<file path="config.mk">
export PLATFORM = sky130hd
export DESIGN_NAME = ssr_status
export DESIGN_NICKNAME = d
export VERILOG_FILES = /design/src/ssr_pkg.sv /design/src/ssr_status.sv
export VERILOG_INCLUDE_DIRS = /design/src
export SDC_FILE = /design/constraint.sdc
export NUM_CORES = 1
export LEC_CHECK = 0
export ABC_CLOCK_PERIOD_IN_PS = 1600
export BUFFER_PORTS_ARGS = -buffer_cell sky130_fd_sc_hd__clkbuf_2
export CAP_MARGIN = 20
export CORE_MARGIN = 2
export CORE_UTILIZATION = 40
export CTS_CLUSTER_DIAMETER = 80
export DETAILED_ROUTE_END_ITERATION = 12
export GPL_ROUTABILITY_DRIVEN = 0
export GPL_TIMING_DRIVEN = 1
export PLACE_DENSITY = 0.66
export SLEW_MARGIN = 20
export SYNTH_ARGS = -nofsm -noshare
export SYNTH_HDL_FRONTEND = slang
export SYNTH_SLANG_ARGS = --single-unit
</file>
<file path="constraint.sdc">
create_clock -name clk_i -period 1.6 [get_ports clk_i]
set_input_delay 0.08 -clock clk_i [delete_from_list [all_inputs] [get_ports clk_i]]
set_output_delay 0.08 -clock clk_i [all_outputs]
set_load 0.1 [all_outputs]
</file>
<file path="src/ssr_cfg.svh">
`ifndef SSR_CFG_SVH
`define SSR_CFG_SVH

// ----------------------------------------------------------------------
// poll status byte and service request mask layout
// ----------------------------------------------------------------------
`define SSR_STB_W        8
`define SSR_STB_RQS_BIT  6
`define SSR_STB_MSS_BIT  6
`define SSR_STB_ESB_BIT  5
`define SSR_STB_MAV_BIT  4
`define SSR_STB_EAV_BIT  3
`define SSR_STB_USED     8'h78
`define SSR_SRE_RESET    8'h00
`define SSR_STB_RESET    8'h00

// ----------------------------------------------------------------------
// event status latch and mask layout
// ----------------------------------------------------------------------
`define SSR_ESR_W        16
`define SSR_ESR_PON_BIT  7
`define SSR_ESR_CME_BIT  5
`define SSR_ESR_EXE_BIT  4
`define SSR_ESR_DDE_BIT  3
`define SSR_ESR_QYE_BIT  2
`define SSR_ESR_OPC_BIT  0
`define SSR_ESR_USED     8'hBD
`define SSR_ESR_RESET    16'h0000
`define SSR_ESE_RESET    16'h0000

`endif

</file>
<file path="src/ssr_pkg.sv">
package ssr_pkg;

   // ----------------------------------------------------------------------
   // commands handed over by the command parser
   // ----------------------------------------------------------------------
   typedef enum logic [3:0] {
      SSR_CMD_NONE      = 4'h0,
      SSR_CMD_READ_STB  = 4'h1,
      SSR_CMD_READ_SRE  = 4'h2,
      SSR_CMD_WRITE_SRE = 4'h3,
      SSR_CMD_READ_ESR  = 4'h4,
      SSR_CMD_READ_ESE  = 4'h5,
      SSR_CMD_WRITE_ESE = 4'h6,
      SSR_CMD_CLS       = 4'h7,
      SSR_CMD_RST       = 4'h8,
      SSR_CMD_OPC       = 4'h9
   } ssr_cmd_e;

   typedef enum logic [1:0] {
      SSR_OPC_IDLE = 2'b01,
      SSR_OPC_WAIT = 2'b10
   } ssr_opc_e;

   typedef struct packed {
      logic        valid;
      ssr_cmd_e    cmd;
      logic [15:0] data;
   } ssr_cmd_s;

   typedef struct packed {
      logic command_error_event;
      logic execution_error_event;
      logic dde;
      logic query_error_event;
   } ssr_evt_s;

   typedef struct packed {
      logic message_available_bit;
      logic error_available_bit;
      logic extra;
   } ssr_sum_s;

   typedef struct packed {
      logic [7:0]  service_request_mask;
      logic [7:0]  event_status_mask;
      logic [7:0]  event_status_latch;
      logic        requesting_service_bit;
      logic [3:0]  sum_prev;
      ssr_opc_e    operation_complete_event;
      logic        pon_pending;
      logic        resp_valid;
      logic [15:0] resp_data;
      logic        spoll_valid;
      logic [7:0]  spoll_byte;
      logic        err_clear;
      logic        srq;
      logic [7:0]  stb;
   } ssr_state_s;

endpackage : ssr_pkg

</file>
<file path="src/ssr_status.sv">
`timescale 1ns/10ps
`include "ssr_cfg.svh"

// Notes on behaviour
// - a serial poll returns the current poll status byte.
// - poll status byte is zero right after power-up.
// - byte layout: 6 request/summary, 5 event, 4 message, 3 error; others zero.
// - request bit sets when an enabled summary bit rises from 0 to 1.
// - service request line is active while the request bit is 1.
// - master summary is 1 while any enabled summary is 1; readable by query.
// - message-available follows pending response data in the output buffer.
// - error-available follows a non-empty error queue.
// - serial poll, clear-status or master summary low clear request and line.
// - master summary clears only when enabled summaries are all zero.
// - mask bit 1 passes its status bit, 0 blocks it; mask resets to zero.
// - event latch holds 8 bits, read as 16; upper byte always reads zero.
// - event latch clears at power-on and on every read of it.
// - event bits: 7 power-on, 5 command, 4 execution, 3 device, 2 query, 0 done.
// - command error sets bit 5 when its event mask bit allows it.
// - any enabled set event bit raises the event summary bit.
// - event bits hold until read, device clear, reset or clear-status.
// - event mask resets to zero at power-on.
// - power-on event bit is set after power has been cycled.
// - execution failure sets the execution error bit.
// - device-specific failure sets the device-dependent error bit.
// - talk with nothing to say or data not collected sets query error.
// - done bit sets once prior commands finish after the completion command.
// - clear-status zeroes events, empties error queue, drops request and completion wait.
// - reading the event mask leaves it; reads give bits 0 through 7, upper byte zero; here bits 1 and 6 are never stored and read zero.

module ssr_status #(
   parameter logic EXTRA_SUMMARY_EN = 1'b0
) (
   input  wire logic              clk_i,
   input  wire logic              rst_i,
   input  wire ssr_pkg::ssr_cmd_s cmd_i,
   input  wire ssr_pkg::ssr_evt_s evt_i,
   input  wire ssr_pkg::ssr_sum_s sum_i,
   input  wire logic              dev_clear_i,
   input  wire logic              spoll_i,
   input  wire logic              ops_idle_i,
   output logic                   resp_valid_o,
   output logic [15:0]            resp_data_o,
   output logic                   spoll_valid_o,
   output logic [7:0]             spoll_byte_o,
   output logic                   srq_o,
   output logic [7:0]             stb_o,
   output logic                   err_clear_o
);

   // ----------------------------------------------------------------------
   // helpers
   // ----------------------------------------------------------------------
   function automatic logic [15:0] widen(input logic [7:0] b);
      widen = {8'h00, b};
   endfunction : widen

   function automatic logic [3:0] enabled_sums(input logic [7:0] stb,
                                               input logic [7:0] service_request_mask,
                                               input logic       extra);
      enabled_sums = {stb[`SSR_STB_ESB_BIT] & service_request_mask[`SSR_STB_ESB_BIT],
                      stb[`SSR_STB_MAV_BIT] & service_request_mask[`SSR_STB_MAV_BIT],
                      stb[`SSR_STB_EAV_BIT] & service_request_mask[`SSR_STB_EAV_BIT],
                      extra & EXTRA_SUMMARY_EN};
   endfunction : enabled_sums

   ssr_pkg::ssr_state_s state_reg;
   ssr_pkg::ssr_state_s state_next;

   // ----------------------------------------------------------------------
   // next state
   // ----------------------------------------------------------------------
   always_comb begin
      logic [7:0] esr_set;
      logic [7:0] esr_base;
      logic [7:0] stb_raw;
      logic [3:0] sums;
      logic       master_summary_bit;
      logic       rqs_rise;
      logic       rqs_clr;
      logic       cmd_cls;
      logic       cmd_rst;
      logic       cmd_opc;
      esr_set    = 8'h00;
      esr_base   = state_reg.event_status_latch;
      stb_raw    = 8'h00;
      sums       = 4'h0;
      master_summary_bit        = 1'b0;
      rqs_rise   = 1'b0;
      rqs_clr    = 1'b0;
      cmd_cls    = cmd_i.valid && (cmd_i.cmd == ssr_pkg::SSR_CMD_CLS);
      cmd_rst    = cmd_i.valid && (cmd_i.cmd == ssr_pkg::SSR_CMD_RST);
      cmd_opc    = cmd_i.valid && (cmd_i.cmd == ssr_pkg::SSR_CMD_OPC);
      state_next = state_reg;

      state_next.resp_valid  = 1'b0;
      state_next.spoll_valid = 1'b0;
      state_next.err_clear   = 1'b0;

      // ----------------------------------------------------------------------
      // event sources, latched on the reporting cycle
      // ----------------------------------------------------------------------
      esr_set[`SSR_ESR_PON_BIT] = state_reg.pon_pending;
      esr_set[`SSR_ESR_CME_BIT] = evt_i.command_error_event & state_reg.event_status_mask[`SSR_ESR_CME_BIT];
      esr_set[`SSR_ESR_EXE_BIT] = evt_i.execution_error_event;
      esr_set[`SSR_ESR_DDE_BIT] = evt_i.dde;
      esr_set[`SSR_ESR_QYE_BIT] = evt_i.query_error_event;
      state_next.pon_pending = 1'b0;

      // completion tracking; clear-status cancels a waiting request
      case (state_reg.operation_complete_event)
         ssr_pkg::SSR_OPC_IDLE: begin
            if (cmd_opc) begin
               state_next.operation_complete_event = ssr_pkg::SSR_OPC_WAIT;
            end
         end
         ssr_pkg::SSR_OPC_WAIT: begin
            if (cmd_cls || cmd_rst || dev_clear_i) begin
               state_next.operation_complete_event = ssr_pkg::SSR_OPC_IDLE;
            end else if (ops_idle_i) begin
               esr_set[`SSR_ESR_OPC_BIT] = 1'b1;
               state_next.operation_complete_event = ssr_pkg::SSR_OPC_IDLE;
            end
         end
         default: begin
            state_next.operation_complete_event = ssr_pkg::SSR_OPC_IDLE;
         end
      endcase

      // ----------------------------------------------------------------------
      // commands from the parser
      // ----------------------------------------------------------------------
      if (cmd_i.valid) begin
         case (cmd_i.cmd)
            ssr_pkg::SSR_CMD_READ_STB: begin
               state_next.resp_valid = 1'b1;
               state_next.resp_data  = widen(state_reg.stb);
            end
            ssr_pkg::SSR_CMD_READ_SRE: begin
               state_next.resp_valid = 1'b1;
               state_next.resp_data  = widen(state_reg.service_request_mask);
            end
            ssr_pkg::SSR_CMD_WRITE_SRE: begin
               state_next.service_request_mask = cmd_i.data[7:0] & `SSR_STB_USED;
            end
            ssr_pkg::SSR_CMD_READ_ESR: begin
               state_next.resp_valid = 1'b1;
               state_next.resp_data  = widen(state_reg.event_status_latch);
               esr_base              = 8'h00;
            end
            ssr_pkg::SSR_CMD_READ_ESE: begin
               state_next.resp_valid = 1'b1;
               state_next.resp_data  = widen(state_reg.event_status_mask);
            end
            ssr_pkg::SSR_CMD_WRITE_ESE: begin
               state_next.event_status_mask = cmd_i.data[7:0] & `SSR_ESR_USED;
            end
            ssr_pkg::SSR_CMD_CLS: begin
               esr_base             = 8'h00;
               state_next.err_clear = 1'b1;
            end
            ssr_pkg::SSR_CMD_RST: begin
               esr_base = 8'h00;
            end
            default: begin
            end
         endcase
      end
      if (dev_clear_i) begin
         esr_base = 8'h00;
      end

      // a new event in the clearing cycle still lands
      state_next.event_status_latch = (esr_base | esr_set) & `SSR_ESR_USED;

      // ----------------------------------------------------------------------
      // status byte and service request
      // ----------------------------------------------------------------------
      stb_raw[`SSR_STB_ESB_BIT] = |(state_reg.event_status_latch & state_reg.event_status_mask);
      stb_raw[`SSR_STB_MAV_BIT] = sum_i.message_available_bit;
      stb_raw[`SSR_STB_EAV_BIT] = sum_i.error_available_bit;
      sums = enabled_sums(stb_raw, state_reg.service_request_mask, sum_i.extra);
      master_summary_bit  = |sums;
      // only fresh rising edges may request again
      rqs_rise = |(sums & ~state_reg.sum_prev);
      rqs_clr  = spoll_i || cmd_cls || !master_summary_bit;
      state_next.sum_prev = sums;
      if (rqs_rise) begin
         state_next.requesting_service_bit = 1'b1;
      end else if (rqs_clr) begin
         state_next.requesting_service_bit = 1'b0;
      end
      state_next.srq = state_next.requesting_service_bit;
      stb_raw[`SSR_STB_MSS_BIT] = master_summary_bit;
      state_next.stb = stb_raw & `SSR_STB_USED;

      // serial poll answers with the request bit in place of the summary
      if (spoll_i) begin
         state_next.spoll_valid = 1'b1;
         state_next.spoll_byte  = (stb_raw & ~(8'h01 << `SSR_STB_RQS_BIT))
                                  | ({7'h00, state_reg.requesting_service_bit} << `SSR_STB_RQS_BIT);
      end
   end

   // ----------------------------------------------------------------------
   // state register
   // ----------------------------------------------------------------------
   always_ff @(posedge clk_i) begin
      if (rst_i) begin
         state_reg.service_request_mask         <= `SSR_SRE_RESET;
         state_reg.event_status_mask         <= 8'(`SSR_ESE_RESET);
         state_reg.event_status_latch         <= 8'(`SSR_ESR_RESET);
         state_reg.requesting_service_bit         <= 1'b0;
         state_reg.sum_prev    <= 4'h0;
         state_reg.operation_complete_event         <= ssr_pkg::SSR_OPC_IDLE;
         state_reg.pon_pending <= 1'b1;
         state_reg.resp_valid  <= 1'b0;
         state_reg.resp_data   <= 16'h0000;
         state_reg.spoll_valid <= 1'b0;
         state_reg.spoll_byte  <= `SSR_STB_RESET;
         state_reg.err_clear   <= 1'b0;
         state_reg.srq         <= 1'b0;
         state_reg.stb         <= `SSR_STB_RESET;
      end else begin
         state_reg <= state_next;
      end
   end

   // ----------------------------------------------------------------------
   // outputs, all straight from the state register
   // ----------------------------------------------------------------------
   assign resp_valid_o  = state_reg.resp_valid;
   assign resp_data_o   = state_reg.resp_data;
   assign spoll_valid_o = state_reg.spoll_valid;
   assign spoll_byte_o  = state_reg.spoll_byte;
   assign srq_o         = state_reg.srq;
   assign stb_o         = state_reg.stb;
   assign err_clear_o   = state_reg.err_clear;

endmodule : ssr_status

</file>
## Yosys cells after proc, flatten, opt, wreduce, memory -nomap -nowiden

Index checks and enable logic that the tools add are counted.
Widths: inputs -> output; s select.

- Output and inout port bits: 36
- Input port bits: 33
- Logic and storage cells: 75
- Register bits after elaboration: 61

- Reductions and logical operators: 18
- Bitwise operators: 10
- Muxes and demuxes: 18
- Equality and inequality tests: 13

Operator list:

| cell | number |
|---|---|
| $pmux 17 s4 | 1 |
| $mux 37 | 1 |
| $mux 8 | 3 |
| $mux 17 | 1 |
| $eq 4x3->1 const B | 4 |
| $mux 9 | 1 |
| $and 8x8->8 | 1 |
| $eq 4x2->1 const B | 2 |
| $eq 4x4->1 const B | 2 |
| $or 8x8->8 | 1 |
| $reduce_and 2->1 | 4 |
| $reduce_or 8->1 | 1 |
| $mux 1 | 7 |
| $or 6x7->7 | 1 |
| $mux 2 | 3 |
| $reduce_or 3->1 | 2 |
| $and 1x1->1 | 4 |
| $and 4x4->4 | 1 |
| $eq 4x1->1 const B | 1 |
| $logic_or 1x1->1 | 4 |
| $not 4->4 | 1 |
| $pmux 2 s2 | 1 |
| $reduce_bool 4->1 | 1 |
| $reduce_or 4->1 | 1 |
| other kinds (8) | 10 |

## Depth between registers and ports, before layout

- Depth after elaboration: 9
- Gate-level depth with buffers: 5
- Depth with buffers taken out: 4

## Worst setup path after synthesis

Ideal clock, no wire load.

- Kind: reg-to-reg
- Start point: register, netlist name srq_o
- End point: register state_reg, in the netlist srq_o
- Slack: 0.265 ns
- Required time: 1.527 ns
- Buffers on the path: 0
- Arrival: 1.262 ns
- Setup time: 0.073 ns
- Cell stages (with the launch flop): 3
- Period minus slack after synthesis: 1.335 ns
- Cells stage by stage: dfxtp_1 > o211ai_1 > o21bai_1

RTL lines:

| item | RTL line | source |
|---|---|---|
| end signal, assigned | ssr_status.sv:225 | `state_reg <= state_next;` |
| end, declared | ssr_status.sv:67 | `ssr_pkg::ssr_state_s state_reg;` |

## Final worst setup path

- Start point: register state_reg[37] in the netlist's numbering
- End point: register state_reg[37] in the netlist's numbering

- Cells in the longest elaborated chain, start to end: 3
- Elaborated cells between the ends (all ways): 6
- Classes of those cells: eq/ne (4); mux (1); reduce/logical (1)

RTL lines:

| item | RTL line | source |
|---|---|---|
| $eq 2x2->1 or $eq 2x1->1 (tied branches) | ssr_status.sv:111 | `case (state_reg.operation_complete_event)` |
| $ne 3x3->1 (no source line) or $ne 2x2->1 (tied branches) | - |  |
| $reduce_and 2->1 (no source line) | - |  |

Several ways; a longest one is shown, not always the timed one.
A chain may end at the register's enable or synchronous reset.

==> metrics <==
critical path class=flop to flop; 1st-iter DRT viols=58; Critical Path AT=1.48 ns; post-route minimum period=1.293 ns; Num Clock Sinks=41; Power Density=1095 mW/mm²; Reg2Reg Setup Slack=0.31 ns; max FFs per register=22; crit-path max FO=3; Cells after Synth=200; period utilisation layout=80.81%; met3 wire len=roughly 210 µm; final WL=3666 µm; Tot GR Track Use=14.66%; clock share of power=35.6%; worst hold slack=0.01042 ns; Filler cells=~470; GRT overflow=0; unrepaired setup endpoints after global routing=no; Remaining DRCs=0; LEAKAGE=0.9784 nW; vias in the first global route=1246; Critical Path End Type=flop; Max-Slew Margin vs Limit=63.85%; # diodes=0; H-Tree Depth=2; Avg Cell Area, Syn=9.709 µm²; clk slew on worst S/H paths=0.07 ns; vias=about 1400; wl on met1=1741 µm; Num CTS Buffers=5; Via density=approximately 5; clk_skew=~0.0056 ns; P&R area growth vs syn=11.53%; ys async rst share=0%; Max-cap violations=0; status=completed; number of synthesized flops with an enable pin=0; row count=25; actual slew at the worst max-slew pin=0.5446 ns; largest net degree at the start of global routing=19; CTS tree=yes; final hold viol count=0; Seq pwr share=44.9%; ANT nets after route=0; Synth Register Bits=41; HPWL after DPL=2857 µm; Max Slew Vio Count=0; Top Layer Used=met4; Die Ht=73.68 µm; core area=~0.0047 mm²; antenna violations before repair=0; Max IR drop VDD=0.3535 mV; Top FF cell, synth=dfxtp_1; post-DR wirelength/cell=about 13 µm; Final setup viols=0; combinational share of power=19.5%; cell with the most instances after synthesis=dfxtp_1; first-pass GRT wire length=5920 µm; final setup TNS=0 ns; Distinct cells, synth=between 40 and 50; Startpoint Class=flop; worst skew pair latency=between 0.2 and 0.3 ns; # IOs=69; Int Power=1.643 mW; CTS-repair resized insts=0; Die Area=0.005428 mm²; FMAX=0.7734 GHz; 1st-pass router iterations=4; worst-case clock buffer depth=2; dominant cells by area after synthesis=dfxtp_1 (42%), buf_4 (12%), mux2i_1 (11%); met2 wire length=~1700 µm; CP Data Required Time=1.78 ns; Psw=between 0.7 and 0.8 mW; Initial Utilization=between 40 and 50%; share of layout cells above drive strength 1=25.43%; Switching Fraction=30.72%; Root Driver=clkbuf_8; mapped cell area=0.001942 mm²; width of the die=between 70 and 80 µm; register area share after synthesis=42.27%; area leader, netlist=dfxtp_1; Synth top area share=42.27%; Setup Buffers After CTS=0; Synth top cells by count=dfxtp_1 (41), buf_4 (32), nor2_1 (29); IO Port Bufs=between 40 and 50; path type of the worst min-delay path=primary input to flop; YS warnings=0; Final nets=264
[power by group through the flow]
stage / Clock (mW) / Combinational, mW / Sequential [mW]
detailed placement: 0 / 0.459 / 1.09
finish: 0.844 / 0.463 / 1.06
CTS: 0.875 / 0.464 / 1.06
global placement: 0 / 0.459 / 1.09
floorplan: 0 / 0.413 / 1.10
global route: 0.920 / 0.487 / 1.07
[cell usage in the layout, fill, tap and decap left out, drive strengths merged, types with 4 or more instances in the layout]
master   n
inv      6
nor2    29
a22oi    4
conb    17
nand2    5
a211oi   5
a22o     7
dfxtp   41
nor2b    6
mux2i   22
buf      5
clkbuf  48
nor3     5
[per-stage QoR]
stage | power (mW) | setup WS [ns] | cells | util [%] | instance area [µm²]
2_1_floorplan | 1.515 | 0.2647 | 216 | - | 2002
3_3_place_gp | 1.546 | 0.2060 | 276 | 43.25 | 2029
3_5_place_dp | 1.547 | 0.2104 | 276 | 43.25 | 2029
4_1_cts | 2.403 | 0.3026 | 286 | 46.16 | 2166
5_1_grt | 2.474 | 0.2548 | 286 | 46.16 | 2166
6_report | 2.371 | 0.3071 | 286 | 46.16 | 2166
[worst paths after layout]
check,startpoint,endpoint,cells past startpoint
max,state_reg[37],state_reg[37],3
min reg2reg,resp_data_o[6],resp_data_o[6],2
max reg2reg,state_reg[37],state_reg[37],3
min,evt_i[2],state_reg[48],2
[logic make-up (layout without fill, tap and decap cells)]
| group | count (synthesis) | in the layout | synth area share, % |
|---|---|---|---|
| AOI/OAI and AO/OA | 30 | 30 | 13.53 |
| buffers and inverters | 46 | 62 | 15.72 |
| and+or+nand+nor | 60 | 60 | 16.95 |
| other | 1 | 17 | 0.1931 |
| muxes | 22 | 22 | 11.34 |
| DFF | 41 | 41 | 42.27 |
[critical path, cell delays in order (launching register included)]
cell     delay, ns
dfxtp_1       0.31
or4b_1        0.51
a21o_1        0.20
o32a_1        0.17
[layer usage]
layer | vias to the layer above | global-route usage, %
li1 | 710 | -
met1 | 637 | 19.44
met2 | 38 | 21.43
met3 | 6 | 4.938
met4 | 0 | 6.667
met5 | - | 0
[area by class of cell]
type | count | area [µm²] | share of cell area [%]
clock inverter | 1 | 30.03 | 1.386
multi-input combinational | 129 | 875.8 | 40.44
timing repair buffer | 48 | 262.8 | 12.13
clock buffer | 7 | 86.33 | 3.986
tap | 54 | 67.56 | 3.120
sequential | 41 | 820.8 | 37.90
inverter | 6 | 22.52 | 1.040
[what timing repair did]
| item | CTS | global route |
|---|---|---|
| endpoints found under the hold margin | 2 | 0 |
| setup endpoints to repair | 0 | 0 |
| hold buffers | 2 | 0 |
Note: power is estimated with default switching activity, not from simulation.
